$ cat config.mk
export PLATFORM = sky130hd
export DESIGN_NAME = scg_crc_core
export DESIGN_NICKNAME = d
export VERILOG_FILES = /design/src/hw/scg_pkg.sv /design/src/hw/scg_crc_core.sv /design/src/hw/scg_pin_sync.sv
export SDC_FILE = /design/constraint.sdc
export NUM_CORES = 1
export LEC_CHECK = 0
export BUFFER_PORTS_ARGS = -buffer_cell sky130_fd_sc_hd__buf_4
export CORE_ASPECT_RATIO = 0.7
export CORE_MARGIN = 10
export CORE_UTILIZATION = 57
export CTS_BUF_LIST = sky130_fd_sc_hd__clkbuf_16
export CTS_CLUSTER_DIAMETER = 200
export DETAILED_ROUTE_END_ITERATION = 6
export GPL_ROUTABILITY_DRIVEN = 0
export HOLD_SLACK_MARGIN = 0.05
export PLACE_DENSITY_LB_ADDON = 0.15
export REMOVE_ABC_BUFFERS = 1
export SLEW_MARGIN = 0
export SYNTH_ARGS = -nofsm -noshare
export SYNTH_HDL_FRONTEND = slang
export SYNTH_SLANG_ARGS = --single-unit
$ cat constraint.sdc
create_clock -name clock -period 6.32 [get_ports clock]
set_input_delay 1.264 -clock clock [delete_from_list [all_inputs] [get_ports clock]]
set_output_delay 1.264 -clock clock [all_outputs]
set_load 0.02 [all_outputs]
$ cat src/hw/scg_pkg.sv
// shared constants and types for the serial crc generator/checker
package scg_pkg;
  localparam int SCG_W = 16;
  // register byte offsets
  localparam logic [3:0] SCG_OFF_CTRL = 4'h0;
  localparam logic [3:0] SCG_OFF_STAT = 4'h4;
  localparam logic [3:0] SCG_OFF_IRQ = 4'h8;
  localparam logic [3:0] SCG_OFF_MASK = 4'hC;
  // control fields (write-one pulses)
  localparam int SCG_CTRL_CLR = 0;
  localparam int SCG_CTRL_PRE = 1;
  // status fields
  localparam int SCG_STAT_ERR = 16;
  localparam int SCG_STAT_SEL = 17;
  localparam int SCG_STAT_CWE = 20;
  // interrupt fields
  localparam int SCG_IRQ_W = 2;
  localparam int SCG_IRQ_SHIFT = 0;
  localparam int SCG_IRQ_ERR = 1;
  // reset values
  localparam logic [SCG_W-1:0] SCG_RST_CRC = 16'h0000;
  localparam logic [SCG_IRQ_W-1:0] SCG_RST_MASK = 2'h0;
  localparam logic [31:0] SCG_RD_ZERO = 32'h0000_0000;
  // preset images for the three register lengths
  localparam logic [SCG_W-1:0] SCG_PRE_16 = 16'hFFFF;
  localparam logic [SCG_W-1:0] SCG_PRE_12 = 16'hFFF0;
  localparam logic [SCG_W-1:0] SCG_PRE_8 = 16'hFF00;
  // pin synchroniser depth
  localparam int SCG_SYNC_N = 3;
  localparam int SCG_PIN_W = 8;
  // polynomial selections, in select-code order
  typedef enum logic [2:0] {
    SCG_CRC16 = 3'h0,
    SCG_CRC16R = 3'h1,
    SCG_ALT16 = 3'h2,
    SCG_CRC12 = 3'h3,
    SCG_POLY8 = 3'h4,
    SCG_LRC8 = 3'h5,
    SCG_CCITT = 3'h6,
    SCG_CCITTR = 3'h7
  } scg_sel_t;
  // low-order taps, top term implied by the degree
  localparam logic [SCG_W-1:0] SCG_TAP_CRC16 = 16'h8005;
  localparam logic [SCG_W-1:0] SCG_TAP_CRC16R = 16'h4003;
  localparam logic [SCG_W-1:0] SCG_TAP_ALT16 = 16'hA097;
  localparam logic [SCG_W-1:0] SCG_TAP_CRC12 = 16'h080F;
  localparam logic [SCG_W-1:0] SCG_TAP_POLY8 = 16'h00B3;
  localparam logic [SCG_W-1:0] SCG_TAP_LRC8 = 16'h0001;
  localparam logic [SCG_W-1:0] SCG_TAP_CCITT = 16'h1021;
  localparam logic [SCG_W-1:0] SCG_TAP_CCITTR = 16'h0811;
  localparam logic [4:0] SCG_DEG16 = 5'h10;
  localparam logic [4:0] SCG_DEG12 = 5'h0C;
  localparam logic [4:0] SCG_DEG8 = 5'h08;
  // pins from the serial data logic
  typedef struct packed {
    logic shiftClockN;
    logic serialData;
    logic checkWordEnable;
    logic masterClear;
    logic presetN;
    logic [2:0] polySelect;
  } scg_pins_t;
  // idle pin levels: shift clock high, preset released, all else low
  localparam scg_pins_t SCG_PIN_IDLE = '{1'h1, 1'h0, 1'h0, 1'h0, 1'h1, 3'h0};
endpackage

$ cat src/hw/scg_crc_core.sv
// serial crc generator/checker with avalon-mm registers and interrupt
`timescale 1ns/100ps
module scg_crc_core
  import scg_pkg::*;
(
  input wire logic clock,
  input wire logic nrst,
  input wire logic clkEn,
  input wire logic shiftClockN,
  input wire logic serialData,
  input wire logic checkWordEnable,
  input wire logic masterClear,
  input wire logic presetN,
  input wire logic [2:0] polySelect,
  output logic serialOut,
  output logic errorFlag,
  output logic irq,
  input wire logic [3:0] avs_address,
  input wire logic avs_read,
  input wire logic avs_write,
  input wire logic [31:0] avs_writedata,
  input wire logic [3:0] avs_byteenable,
  output logic [31:0] avs_readdata,
  output logic avs_waitrequest
);

  ////////////////////////////////////////////////////////////////////////
  // polynomial decode

  // taps without the implied top term
  function automatic logic [SCG_W-1:0] tapsOf(input scg_sel_t sel);
    unique case (sel)
      SCG_CRC16: tapsOf = SCG_TAP_CRC16;
      SCG_CRC16R: tapsOf = SCG_TAP_CRC16R;
      SCG_ALT16: tapsOf = SCG_TAP_ALT16;
      SCG_CRC12: tapsOf = SCG_TAP_CRC12;
      SCG_POLY8: tapsOf = SCG_TAP_POLY8;
      SCG_LRC8: tapsOf = SCG_TAP_LRC8;
      SCG_CCITT: tapsOf = SCG_TAP_CCITT;
      SCG_CCITTR: tapsOf = SCG_TAP_CCITTR;
    endcase
  endfunction

  function automatic logic [4:0] degOf(input scg_sel_t sel);
    unique case (sel)
      SCG_CRC12: degOf = SCG_DEG12;
      SCG_POLY8, SCG_LRC8: degOf = SCG_DEG8;
      default: degOf = SCG_DEG16;
    endcase
  endfunction

  // keep only the low 'deg' bits of a word
  function automatic logic [SCG_W-1:0] lowMask(input logic [4:0] deg);
    lowMask = SCG_PRE_16 >> (5'h10 - deg);
  endfunction

  // bit deg-1 of a word: the active msb
  function automatic logic msbOf(input logic [SCG_W-1:0] v, input logic [4:0] deg);
    logic [3:0] idx;
    idx = 4'(deg - 5'h01);
    msbOf = v[idx];
  endfunction

  ////////////////////////////////////////////////////////////////////////
  // pin synchronisation

  scg_pins_t pinsRaw;
  scg_pins_t pins;
  logic [SCG_PIN_W-1:0] pinsFlip;
  logic [SCG_PIN_W-1:0] pinsSync;
  logic clkLevel_reg;

  assign pinsRaw = '{shiftClockN, serialData, checkWordEnable, masterClear,
                     presetN, polySelect};
  // flipped so the synchroniser's zero reset reads as idle pins; otherwise
  // a preset and a shift clock fall would be seen right after reset
  assign pinsFlip = pinsRaw ^ SCG_PIN_IDLE;
  assign pins = pinsSync ^ SCG_PIN_IDLE;

  scg_pin_sync scg_pin_sync_inst (
    .clock(clock),
    .nrst(nrst),
    .clkEn(clkEn),
    .pinIn(pinsFlip),
    .pinOut(pinsSync)
  );

  // previous filtered shift clock, for edge detection
  always_ff @(posedge clock or negedge nrst) begin
    if (!nrst) begin
      clkLevel_reg <= 1'b1; // idle level, no false fall after reset
    end else if (clkEn) begin
      clkLevel_reg <= pins.shiftClockN;
    end
  end

  ////////////////////////////////////////////////////////////////////////
  // register bus decode

  logic [SCG_W-1:0] crc_reg;
  logic [SCG_W-1:0] crc_next;
  logic serialOut_reg;
  logic errorFlag_reg;
  logic irq_reg;
  logic [SCG_IRQ_W-1:0] irqStat_reg;
  logic [SCG_IRQ_W-1:0] irqStat_next;
  logic [SCG_IRQ_W-1:0] irqMask_reg;
  logic [31:0] rdData_reg;
  logic [31:0] rdData_next;
  logic wait_reg;

  wire busReq = avs_read | avs_write;
  // a request completes at the edge where waitrequest is seen low
  wire busDone = busReq & ~wait_reg;
  wire wrDone = avs_write & ~wait_reg;
  wire lane0 = avs_byteenable[0];
  wire hitCtrl = avs_address == SCG_OFF_CTRL;
  wire hitStat = avs_address == SCG_OFF_STAT;
  wire hitIrq = avs_address == SCG_OFF_IRQ;
  wire hitMask = avs_address == SCG_OFF_MASK;
  wire swClear = wrDone & hitCtrl & lane0 & avs_writedata[SCG_CTRL_CLR];
  wire swPreset = wrDone & hitCtrl & lane0 & avs_writedata[SCG_CTRL_PRE];
  wire [SCG_IRQ_W-1:0] w1c = (wrDone & hitIrq & lane0) ?
                             avs_writedata[SCG_IRQ_W-1:0] : '0;

  // read mux; unmapped addresses and the control word read as zero
  wire [31:0] statWord = {11'h000, pins.checkWordEnable, pins.polySelect,
                          errorFlag_reg, crc_reg};
  always_comb begin
    rdData_next = SCG_RD_ZERO;
    if (hitStat) begin
      rdData_next = statWord;
    end else if (hitIrq) begin
      rdData_next[SCG_IRQ_W-1:0] = irqStat_reg;
    end else if (hitMask) begin
      rdData_next[SCG_IRQ_W-1:0] = irqMask_reg;
    end
  end

  // one wait state: data is latched while waitrequest is high
  always_ff @(posedge clock or negedge nrst) begin
    if (!nrst) begin
      wait_reg <= 1'b1;
      rdData_reg <= SCG_RD_ZERO;
    end else if (clkEn) begin
      wait_reg <= ~(busReq & wait_reg);
      if (avs_read & wait_reg) begin
        rdData_reg <= rdData_next;
      end
    end
  end

  ////////////////////////////////////////////////////////////////////////
  // crc datapath
  // limitation: the pin path costs 4-5 clocks, so shift clock phases and
  // data setup must each last at least five system clocks

  scg_sel_t sel;
  logic [SCG_W-1:0] taps;
  logic [SCG_W-1:0] keep;
  logic [4:0] deg;
  logic msb;
  logic fb;
  logic shiftEdge;
  logic doClear;
  logic doPreset;
  logic [SCG_W-1:0] presetVal;
  logic [SCG_W-1:0] shifted;

  assign sel = scg_sel_t'(pins.polySelect);
  assign taps = tapsOf(sel);
  assign deg = degOf(sel);
  assign keep = lowMask(deg);
  assign msb = msbOf(crc_reg, deg);
  // feedback is gated off while the check word shifts out
  assign fb = pins.checkWordEnable & (pins.serialData ^ msb);
  // falling edge of the filtered shift clock
  assign shiftEdge = clkLevel_reg & ~pins.shiftClockN;
  assign doClear = pins.masterClear | swClear;
  assign doPreset = ~pins.presetN | swPreset;
  assign presetVal = (deg == SCG_DEG16) ? SCG_PRE_16 :
                     (deg == SCG_DEG12) ? SCG_PRE_12 : SCG_PRE_8;
  // modulo-two division step within the active length
  assign shifted = ((crc_reg << 1) & keep) ^ (fb ? taps : '0);

  // clear beats preset beats shifting
  always_comb begin
    crc_next = crc_reg;
    if (doClear) begin
      crc_next = SCG_RST_CRC;
    end else if (doPreset) begin
      crc_next = presetVal;
    end else if (shiftEdge) begin
      crc_next = shifted;
    end
  end

  // flags track the next register value; errorFlag matches it every cycle, serialOut only while the select code holds steady
  always_ff @(posedge clock or negedge nrst) begin
    if (!nrst) begin
      crc_reg <= SCG_RST_CRC;
      serialOut_reg <= 1'b0;
      errorFlag_reg <= 1'b0;
    end else if (clkEn) begin
      crc_reg <= crc_next;
      serialOut_reg <= msbOf(crc_next, deg);
      errorFlag_reg <= |crc_next;
    end
  end

  assign serialOut = serialOut_reg;
  assign errorFlag = errorFlag_reg;

  ////////////////////////////////////////////////////////////////////////
  // interrupt status and mask

  wire errRise = ~errorFlag_reg & (|crc_next);
  wire [SCG_IRQ_W-1:0] irqEvt = {errRise, shiftEdge};

  // a new event wins over a write-one clear in the same cycle
  assign irqStat_next = (irqStat_reg & ~w1c) | irqEvt;

  always_ff @(posedge clock or negedge nrst) begin
    if (!nrst) begin
      irqStat_reg <= '0;
      irqMask_reg <= SCG_RST_MASK;
      irq_reg <= 1'b0;
    end else if (clkEn) begin
      irqStat_reg <= irqStat_next;
      if (wrDone & hitMask & lane0) begin
        irqMask_reg <= avs_writedata[SCG_IRQ_W-1:0];
      end
      irq_reg <= |(irqStat_next & irqMask_reg);
    end
  end

  assign irq = irq_reg;
  assign avs_readdata = rdData_reg;
  assign avs_waitrequest = wait_reg;
endmodule

$ cat src/hw/scg_pin_sync.sv
// three-stage pin synchroniser with agreement filter
`timescale 1ns/100ps
module scg_pin_sync
  import scg_pkg::*;
(
  input wire logic clock,
  input wire logic nrst,
  input wire logic clkEn,
  input wire logic [SCG_PIN_W-1:0] pinIn,
  output logic [SCG_PIN_W-1:0] pinOut
);
  logic [SCG_PIN_W-1:0] stage1_reg;
  logic [SCG_PIN_W-1:0] stage2_reg;
  logic [SCG_PIN_W-1:0] stage3_reg;
  logic [SCG_PIN_W-1:0] held_reg;
  logic [SCG_PIN_W-1:0] agree;
  logic [SCG_PIN_W-1:0] held_next;

  // a bit changes only once stages two and three agree
  assign agree = ~(stage2_reg ^ stage3_reg);
  assign held_next = (agree & stage3_reg) | (~agree & held_reg);
  assign pinOut = held_reg;

  // stage1 feeds stage2 only; no logic looks at it
  always_ff @(posedge clock or negedge nrst) begin
    if (!nrst) begin
      stage1_reg <= '0;
      stage2_reg <= '0;
      stage3_reg <= '0;
      held_reg <= '0;
    end else if (clkEn) begin
      stage1_reg <= pinIn;
      stage2_reg <= stage1_reg;
      stage3_reg <= stage2_reg;
      held_reg <= held_next;
    end
  end
endmodule

; ---- Word-level counts from Yosys, hierarchy flattened
; Memories as Yosys holds them, arrays and structs flattened.
; Cells that the tools add are included.
; Widths: inputs -> output; s select.
[word_totals]
out_inout_bits = 36
ff_bits = 89
inputBits = 53
word_cells = 85
romBits = 88
mem_count = 1
[memory_table]
columns = name, words, width, rd, rd_ports_with_merged_regs, write_ports, line
row1 = (name not given), 8, 11, 1, 0, 0, scg_crc_core.sv:32  ; unique case (sel)
[classes]
n_shift = 1
addsub = 2
magnitude_cmp = 1
muxes = 16
n_eq_ne = 8
n_reduce_logical = 6
bitwise = 37
[op_table]
columns = operator, n
row1 = $mux 16, 4
row2 = $mux 19, 1
row3 = $and 16x16->16, 1
row4 = $and 8x8->8, 2
row5 = $mux 8, 2
row6 = $not 8->8, 2
row7 = $reduce_or 16->1, 1
row8 = $shr 16x5->16 const A, 1
row9 = $xor 16x16->16, 1
row10 = $and 1x1->1, 14
row11 = $pmux 5 s2, 1
row12 = $bmux 1 s4, 2
row13 = $eq 4x4->1 const B, 2
row14 = $mux 2, 4
row15 = $or 8x8->8, 1
row16 = $xor 8x8->8, 1
row17 = $eq 3x3->1 const B, 2
row18 = $not 2->2, 3
row19 = $eq 5x4->1 const B, 1
row20 = $eq 5x5->1 const B, 1
row21 = $lt 4x5->1 const B, 1
row22 = $not 1->1, 5
row23 = $sub 5x5->5 const A, 1
row24 = $and 2x2->2, 2
row25 = other kinds (10), 15

; ---- Longest topological paths before layout
; Gate-level depths: netlist of run 1.
[logic_depth]
word_depth = 18
mapped_depth = 11
mapped_depth_nobuf = 10

; ---- Hierarchy
; A second synthesis of run 1 with hierarchy kept.
[unflattened]
hier_cells = 379
area_unflattened_um2 = 4088.9
[modules_own_cells]
columns = module, n_inst, seq_area_each_um2, cells_per_inst, area_per_inst_um2
row1 = scg_crc_core, 1, 1153.6, 295, 2800.2
row2 = scg_pin_sync, 1, 800.8, 84, 1288.7

; ---- Worst setup path after synthesis of run 1
; Ideal clock, no wire load.
[synth_timing]
kind = input to register
startpoint = input port avs_address[1]
endpoint = register errorFlag_reg (netlist: errorFlag)
required_time_ps = 6179
slack_ps = 3101
t_arrival_ps = 3078
stages = 8
setup_ps = 141
path_buffers = 0
path_cell_list = nor2_1 -> nor4b_4 -> a31oi_2 -> o31ai_1 -> a31oi_1 -> or4_1 -> a211oi_2 -> a31oi_1
[synth_between]
elab_chain_cells = 8
elab_cells_between_ends = 10
classes_between = 2 x mux / 6 x bitwise / 2 x reduce/logical
[synth_lines]
columns = element, line
row1 = "start, declared", scg_crc_core.sv:18  ; input wire logic [3:0] avs_address,
row2 = $logic_not 4->1 *, scg_crc_core.sv:117  ; wire hitCtrl = avs_address == SCG_OFF_CTRL;
row3 = $and 1x1->1 * (2 in series), "scg_crc_core.sv:121, scg_crc_core.sv:122"
row4 = $and 1x1->1, scg_crc_core.sv:122  ; wire swPreset = wrDone & hitCtrl & lane0 & avs_writedata[SCG_CTRL_PRE];
row5 = $or 1x1->1, scg_crc_core.sv:180  ; assign doPreset = ~pins.presetN | swPreset;
row6 = $mux 16, scg_crc_core.sv:191  ; end else if (doPreset) begin
row7 = $mux 16 *, scg_crc_core.sv:189  ; if (doClear) begin
row8 = $reduce_or 16->1 *, scg_crc_core.sv:207  ; errorFlag_reg <= |crc_next;
row9 = "end signal, assigned", scg_crc_core.sv:207
row10 = "end, declared", scg_crc_core.sv:103  ; logic errorFlag_reg;
; Mark *: on every way between the ends. The rest lies on a longest branch, timed or not.
; A chain may end at the register's enable or synchronous reset.

==> results of run 1 <==
[cells by family (layout without fill, tap and decap cells)]
logic type      Yosys count  after routing  synth area share
other cells               1             11          0.000898
fa+ha+maj                 6              6            0.0180
compound gates          144            144             0.229
flops                    78             78             0.468
simple gates            105            105             0.135
xor+xnor                  7              7            0.0147
buf+inv                  54             80            0.0593
mux                      28             28            0.0746
[final cells by class]
cell class                 count  area [um2]  share of cell area
multi-input combinational    301        2010               0.418
sequential                    78        1950               0.406
timing repair buffer          45         338              0.0702
clock buffer                   9         225              0.0468
tap                           98         123              0.0255
clock inverter                 7        88.8              0.0185
inverter                      19        71.3              0.0148
[critical path: cells and delay by family (launching register included)]
| family | cells | cell delay, ns |
|---|---|---|
| buffers and inverters | 1 | 0.13 |
| AND/OR/NAND/NOR | 3 | 0.93 |
| flip-flops | 1 | 0.50 |
| adder cells (fa/ha/maj) | 1 | 0.27 |
| AO/OA/AOI/OAI | 5 | 1.88 |
[metrics by stage]
stage / std cells / power, W / hold slack [ns] / worst slack, ns / cell area, um2
detailed placement: 541 / 0.00152 / 0.472 / 2.20 / 4500
global placement: 541 / 0.00149 / 0.464 / 2.25 / 4500
finish: 557 / 0.00207 / 0.481 / 2.46 / 4810
global route: 557 / 0.00222 / 0.516 / 2.25 / 4810
floorplan: 398 / 0.00129 / 0.442 / 2.88 / 4040
CTS: 557 / 0.00207 / 0.485 / 2.54 / 4810
[synth_stat cells (2+ instances only)]
library cell	count	area [um2]
o21a_1	6	45.0
mux2_2	22	248
nor4b_1	4	35.0
and2_1	2	12.5
o211ai_1	3	22.5
a22o_1	19	166
or4_1	3	22.5
nand2b_1	5	31.3
xnor2_1	6	52.6
nor2b_1	4	25.0
dfstp_2	2	52.6
nor4bb_1	2	20.0
a2111oi_0	2	17.5
o21ai_1	4	20.0
a211oi_1	2	15.0
o21ai_0	52	260
buf_4	11	82.6
a31o_2	3	26.3
inv_1	19	71.3
or3_1	2	12.5
nor2_1	22	82.6
buf_2	3	15.0
mux2i_1	5	50.1
nand3_1	14	70.1
ha_1	6	75.1
o31ai_1	5	37.5
dfrtp_1	76	1900
and3_1	4	25.0
a31oi_1	5	31.3
clkbuf_1	20	75.1
nor3_1	3	15.0
a21oi_1	24	120
nand2_1	29	109
a21o_1	3	22.5
[worst paths after layout]
kind | from | endpoint | cells after the start
setup / recovery | flop | errorFlag | 10
max in group asynchronous | nrst | scg_pin_sync_inst.stage3_reg[6] | 1
hold / removal | avs_readdata[0] | avs_readdata[0] | 2
hold reg to reg | avs_readdata[0] | avs_readdata[0] | 2
setup reg to reg | flop | errorFlag | 10
min in group asynchronous | nrst | avs_readdata[20] | 1
[per-layer routing]
metal | vias to the layer above | routed length (um) | GRT usage
met4 | 0 | 169 | 0.0479
li1 | 1581 | - | -
met2 | 110 | 4410 | 0.273
met3 | 22 | 742 | 0.0704
met5 | - | 0 | 0
met1 | 1629 | 4490 | 0.236
[power groups by stage]
stage	combinational, W	clock (W)	sequential, W
2_1_floorplan	0.000537	0	0.000749
3_3_place_gp	0.000717	0	0.000775
3_5_place_dp	0.000735	0	0.000782
4_1_cts	0.000745	0.000547	0.000773
5_1_grt	0.000838	0.000579	0.000799
6_report	0.000758	0.000539	0.000778
==> impl_metrics.py, run 1 <==
metrics = {
    "power": {
        "p_leak_nw": 2.14,
        "cellPowerDensity_nw_per_um2": 431,
        "p_sw_w": 0.000807,
        "ir_drop_uv": 236,
        "internal_power_w": 0.00127,
        "seqPwrFrac": 0.375,
        "clkPwrFrac": 0.260,
        "p_comb_frac": 0.365,
        "swShare": 0.389,
    },
    "timing": {
        "max_freq_mhz": 259,
        "slew_headroom": 0.200,
        "setup_viol": 0,
        "slew_violations": 0,
        "fin_crit_sh": 0.610,
        "worst_slew_pin_slew_ns": 1.18,
        "hold_violations": 0,
        "period_minus_slack_ns": 3.86,
        "clock_skew_ns": 0.00539,
        "rsz0062_at_grt": "false",
        "tns_ns": 0,
    },
    "synthesis": {
        "synth_flop_cell": "dfrtp_1",
        "synth_cell_types": 65,
        "ys_seq_area_frac": 0.468,
        "synth_edf_count": 0,
        "ys_ff_latch": 78,
        "syn-cell-area_um2": 4180,
        "synthArstFlopShare": 1.00,
        "ys.warnings.count": 0,
        "syn_inst": 423,
        "avgSynthCellArea_um2": 9.88,
    },
    "worst_hold_path": {
        "hold_path.class": "reg2reg",
    },
    "global_route": {
        "grt_max_degree": 79,
        "grt_pass1_wl_um": 16400,
        "grt_pass1_vias": 3291,
        "antenna_found_initial": 0,
        "gr-usage-all-layers": 0.180,
        "grt_remaining_overflow": 0,
    },
    "floorplanning": {
        "rows": 26,
        "die_w_um": 122,
        "core_um2": 7220,
        "die-area_um2": 11200,
        "start_util": 0.578,
        "io-pin-count": 89,
        "fp.dieH_um": 91.6,
    },
    "worst_setup_path": {
        "regToRegSetupSlack_ns": 2.46,
        "worstPathMaxFanout": 16,
        "endpoint_kind": "flop",
        "start_kind": "flop",
        "required_ns": 6.50,
        "crit_chain": "inv_1, ha_1, o21ai_1, and2_1, a21boi_1, a31oi_1, nor4bb_1, or4_1, a211oi_2, a31oi_1",
        "critPathKind": "reg2reg",
        "cp.arrival_ns": 4.04,
        "critPathSlowestCell": "o21ai_1",
        "cpMostUsedCell": "a31oi_1",
        "crit_path_max_incr_delay_ns": 0.86,
    },
    "route": {
        "ant_nets": 0,
        "drt_iter0_drc": 258,
        "wirelength_um": 9810,
        "drc": 0,
        "vias_per_cell": 6.00,
        "vias": 3342,
        "drt-pass1-iter-count": 4,
        "avgRoutedWirePerCell_um": 17.6,
    },
    "clock_network": {
        "ctsHtreeMaxLevel": 3,
        "clk-insertion-delay-late_ns": 0.34,
        "cts_max_path_buffers": 2,
        "post_cts_buffers": 0,
        "cts.repair.resized": 0,
        "cts.sinks": 78,
        "ctsHoldBuffers": 0,
        "tritoncts": "built",
        "cts-root-buf": "clkbuf_16",
        "clkTransAtPathRegs_ns": 0.06,
        "cts_inserted_buffers": 9,
    },
    "cells_and_area": {
        "nets": 513,
        "area_delta_synth_final_pct": 15.2,
        "n_fill_cell": 570,
        "n_antenna_cell": 0,
        "layout_commonest_cell": "dfrtp_1",
        "drive_gt1_frac": 0.207,
        "utilization": 0.666,
        "final_cell_mix": "dfrtp_1, o21ai_0, buf_4",
    },
    "place": {
        "hpwl_um": 6570,
        "io_buffer_count": 44,
    },
    "job": {
        "maxCapViolCount": 0,
    },
    "run_status": {
        "status": "complete, no violations",
    },
}
Note: power is estimated with default switching activity, not from simulation.
==> run 2, diff against run 1 <==
Settings changed: CORE_UTILIZATION 57 to 50.
Clock period 6.32 ns to 3.5 ns, I/O delays scaled along.
==> impl_metrics.py, run 2 (synthesized netlist as in run 1, its figures left out) <==
metrics = {
    "global_route": {
        "antenna_found_initial": 0,
        "grt_pass1_wl_um": 16600,
        "gr-usage-all-layers": 0.165,
        "grt_pass1_vias": 3229,
        "grt_max_degree": 79,
        "grt_remaining_overflow": 0,
    },
    "timing": {
        "hold_violations": 0,
        "tns_ns": 0,
        "fin_crit_sh": 0.907,
        "clock_skew_ns": 0.00682,
        "rsz0062_at_grt": "false",
        "setup_viol": 0,
        "hold_slack_ns": 0.479,
        "worst_slew_pin_slew_ns": 0.936,
        "slew_headroom": 0.376,
        "period_minus_slack_ns": 3.17,
        "max_freq_mhz": 315,
        "slew_violations": 0,
    },
    "route": {
        "vias_per_cell": 5.86,
        "drc": 0,
        "drt-pass1-iter-count": 4,
        "vias": 3347,
        "avgRoutedWirePerCell_um": 17.3,
        "wirelength_um": 9860,
        "drt_iter0_drc": 271,
        "ant_nets": 0,
    },
    "worst_setup_path": {
        "cp_top_family": "simple AND/OR/NAND/NOR gates",
        "crit_path_max_incr_delay_ns": 0.53,
        "endpoint_kind": "flop",
        "path_buf_inv": 0,
        "critPathSlowestCell": "or4_1",
        "start_kind": "flop",
        "cp.arrival_ns": 3.38,
        "worstPathMaxFanout": 9,
        "critPathKind": "reg2reg",
        "required_ns": 3.70,
        "crit_chain": "ha_1, mux2i_2, xor2_1, nor4b_1, xnor2_1, o31ai_1, or4_1, a211oi_2, a31oi_1",
    },
    "cells_and_area": {
        "drive_gt1_frac": 0.228,
        "final_cell_mix": "dfrtp_1, buf_4, o21ai_0",
        "n_antenna_cell": 0,
        "area_delta_synth_final_pct": 18.0,
        "nets": 524,
        "layout_commonest_cell": "dfrtp_1",
    },
    "power": {
        "ir_drop_uv": 383,
        "swShare": 0.378,
        "internal_power_w": 0.00241,
        "p_comb_frac": 0.371,
        "seqPwrFrac": 0.359,
        "clkPwrFrac": 0.271,
        "p_leak_nw": 2.21,
        "cellPowerDensity_nw_per_um2": 786,
        "p_sw_w": 0.00146,
    },
    "floorplanning": {
        "core_um2": 8010,
        "start_util": 0.522,
        "io-pin-count": 89,
        "fp.dieH_um": 96.5,
        "die_w_um": 129,
        "rows": 27,
        "die-area_um2": 12500,
    },
    "clock_network": {
        "ctsHtreeMaxLevel": 3,
        "cts-root-buf": "clkbuf_16",
        "clkTransAtPathRegs_ns": 0.06,
        "cts.sinks": 78,
        "tritoncts": "built",
        "cts_inserted_buffers": 9,
        "cts_max_path_buffers": 2,
        "clk-insertion-delay-late_ns": 0.34,
    },
    "place": {
        "hpwl_um": 6970,
        "io_buffer_count": 44,
    },
    "worst_hold_path": {
        "hold_path.class": "reg2reg",
    },
    "job": {
        "maxCapViolCount": 0,
    },
    "run_status": {
        "status": "complete, no violations",
    },
}
==> run 2: changes by cell type in the layout (fill, tap and decap cells not counted), sizes merged <==
cell    delta
buf       +11
bufinv     +1
clkinv     -2
inv        +1
==> run 2: metal layers <==
metal	vias to the layer above	share of wire	GRT usage	routed length (um)
met5	-	0	0	0
met4	0	0.014	0.0585	142
met3	18	0.064	0.0424	632
met2	94	0.44	0.254	4320
met1	1620	0.48	0.224	4770
li1	1615	-	-	-
==> run 2: cell type report <==
type	count	area, um2
clock buffer	9	225
clock inverter	7	114
fill	684	3080
inverter	19	71.3
multi-input combinational	301	2020
sequential	78	1950
tap	101	126
timing repair buffer	56	420
==> run 2: power by group through the flow <==
stage | registers [W] | clock network [W] | logic, W
floorplan | 0.00135 | 0 | 0.000970
global placement | 0.00139 | 0 | 0.00138
detailed placement | 0.00140 | 0 | 0.00140
CTS | 0.00139 | 0.00107 | 0.00141
global route | 0.00143 | 0.00110 | 0.00160
finish | 0.00139 | 0.00105 | 0.00144
==> run 2: timing repair <==
item                                    CTS  global route
hold buffers                              0             0
endpoints found under the setup margin    0             2
resized for setup                         0             1
endpoints found under the hold margin     0             0
setup buffers                             0             0
==> run 2: worst paths after layout <==
check | from | endpoint | slack (ns) | depth (start not counted)
max | flop | errorFlag | 0.33 | 9
min | scg_pin_sync_inst.stage1_reg[0] | scg_pin_sync_inst.stage2_reg[0] | 0.48 | 2
max reg2reg | flop | errorFlag | 0.33 | 9
min reg2reg | scg_pin_sync_inst.stage1_reg[0] | scg_pin_sync_inst.stage2_reg[0] | 0.48 | 2
max in group asynchronous | nrst | scg_pin_sync_inst.stage2_reg[7] | 2.39 | 1
min in group asynchronous | nrst | avs_readdata[20] | 0.51 | 1
==> run 2: per-stage QoR <==
step / cell area (um2) / utilization / setup WS, ns / std cells / total power, W
after floorplan: 4040 / - / 0.439 / 398 / 0.00232
after global placement: 4590 / 0.573 / 0.344 / 555 / 0.00277
after detailed placement: 4590 / 0.573 / 0.370 / 555 / 0.00280
after CTS: 4920 / 0.615 / 0.340 / 571 / 0.00387
after global routing: 4930 / 0.616 / 0.0319 / 571 / 0.00413
final: 4930 / 0.616 / 0.326 / 571 / 0.00387
==> run 2: worst min-delay path: cells and delay by family, from the launching register on <==
| kind | cells | cell delay, ns |
|---|---|---|
| flops | 1 | 0.34 |
| compound gates | 1 | 0.06 |
| simple gates | 1 | 0.05 |
==> run 3, diff against run 2 <==
Settings changed: CORE_ASPECT_RATIO 0.7 to unset.
==> impl_metrics.py, run 3 (synthesized netlist as in run 1, its figures left out) <==
metrics = {
    "timing": {
        "tns_ns": 0,
        "worst_slew_pin_slew_ns": 0.964,
        "clock_skew_ns": 0.00751,
        "hold_slack_ns": 0.476,
        "fin_crit_sh": 0.932,
        "rsz0062_at_grt": "false",
        "hold_violations": 0,
        "period_minus_slack_ns": 3.26,
        "slew_violations": 0,
        "setup_viol": 0,
        "slew_headroom": 0.357,
        "max_freq_mhz": 307,
    },
    "worst_setup_path": {
        "endpoint_kind": "flop",
        "cp.arrival_ns": 3.45,
        "critPathKind": "reg2reg",
        "start_kind": "flop",
        "required_ns": 3.69,
        "worstPathMaxFanout": 9,
    },
    "cells_and_area": {
        "layout_commonest_cell": "dfrtp_1",
        "nets": 520,
        "final_cell_mix": "dfrtp_1, o21ai_0, buf_4",
        "n_antenna_cell": 0,
        "area_delta_synth_final_pct": 16.5,
        "drive_gt1_frac": 0.213,
        "stdcell_count": 570,
        "n_fill_cell": 717,
    },
    "clock_network": {
        "cts.sinks": 78,
        "tritoncts": "built",
        "ctsHtreeMaxLevel": 3,
        "clk-insertion-delay-late_ns": 0.34,
        "post_cts_buffers": 0,
        "ctsHoldBuffers": 0,
        "cts.repair.resized": 0,
        "cts-root-buf": "clkbuf_16",
        "cts_inserted_buffers": 9,
        "clkTransAtPathRegs_ns": 0.06,
        "cts_max_path_buffers": 2,
    },
    "global_route": {
        "gr-usage-all-layers": 0.158,
        "grt_max_degree": 79,
        "grt_remaining_overflow": 0,
        "grt_pass1_vias": 3272,
        "grt_pass1_wl_um": 16500,
        "antenna_found_initial": 0,
    },
    "place": {
        "io_buffer_count": 44,
        "hpwl_um": 6730,
        "dp_cells": 555,
    },
    "floorplanning": {
        "rows": 33,
        "io-pin-count": 89,
        "core_um2": 8180,
        "start_util": 0.511,
        "die-area_um2": 12400,
        "fp.dieH_um": 111,
        "die_w_um": 111,
    },
    "route": {
        "vias": 3364,
        "wl_met2_um": 4760,
        "ant_nets": 0,
        "wl_met1_um": 4390,
        "top_layer_used": "met4",
        "vias_per_cell": 5.90,
        "drc": 0,
        "drt-pass1-iter-count": 4,
        "avgRoutedWirePerCell_um": 17.4,
        "wirelength_um": 9940,
        "wl_met3_um": 584,
        "drt_iter0_drc": 115,
    },
    "job": {
        "maxCapViolCount": 0,
    },
    "worst_hold_path": {
        "hold_path.class": "reg2reg",
    },
    "power": {
        "cellPowerDensity_nw_per_um2": 776,
        "ir_drop_uv": 365,
        "p_leak_nw": 2.18,
    },
    "run_status": {
        "status": "complete, no violations",
    },
}
## run 3: changes by cell type in the layout (fill, tap and decap cells not counted)
cell        delta
inv_6          +1
o21ai_2        -1
o21ai_1        +1
clkinv_2       -1
inv_1          +1
bufinv_16      -1
clkinvlp_4     -2
clkinv_1       +1
buf_4          -4
## run 3: final timing paths
path,start,endpoint,slack (ns),cells after the start
worst max-delay path,flop,errorFlag,0.24,9
worst min-delay path,scg_pin_sync_inst.stage1_reg[6],scg_pin_sync_inst.stage2_reg[6],0.48,2
worst max register to register,flop,errorFlag,0.24,9
worst min register to register,scg_pin_sync_inst.stage1_reg[6],scg_pin_sync_inst.stage2_reg[6],0.48,2
max in group asynchronous,nrst,crc_reg[1],2.36,1
min in group asynchronous,nrst,avs_readdata[11],0.52,1
## run 3: final cells by class
cell class              count  area, um2  share of cell area
clock buffers               9        225              0.0463
clock inverters             6       80.1              0.0165
inverters                  19       71.3              0.0147
multi-input cells         301       2010               0.414
flip-flops and latches     78       1950               0.402
well taps                 105        131              0.0270
repair buffers             52        390              0.0802
## run 3: metrics by stage
stage,utilization,worst slack (ns),cell area [um2],power [W]
after global placement,0.558,0.361,4560,0.00274
after floorplan,-,0.439,4040,0.00232
after CTS,0.595,0.254,4870,0.00377
after global routing,0.595,0.0368,4870,0.00402
final,0.595,0.238,4870,0.00378
after detailed placement,0.558,0.286,4560,0.00278
## run 3: power breakdown
group          total (W)  internal, W  switching (W)
clock network   0.000978     0.000615       0.000363
logic            0.00140     0.000595       0.000807
registers        0.00140      0.00111       0.000288
## run 3: routing by layer
| layer | track usage | up-vias |
|---|---|---|
| met5 | 0 | - |
| met4 | 0.0660 | 0 |
| met3 | 0.0392 | 19 |
| met2 | 0.256 | 84 |
| met1 | 0.197 | 1652 |
| li1 | - | 1609 |
## run 3: worst max-delay path, cell delays in order, from the launching register on
cell and delay (ns):
dfrtp_1 0.51, ha_1 0.31, mux2i_2 0.35, xor2_1 0.18, nor4b_1 0.49, xnor2_1 0.18
o31ai_1 0.09, or4_1 0.53, a211oi_2 0.34, a31oi_1 0.13
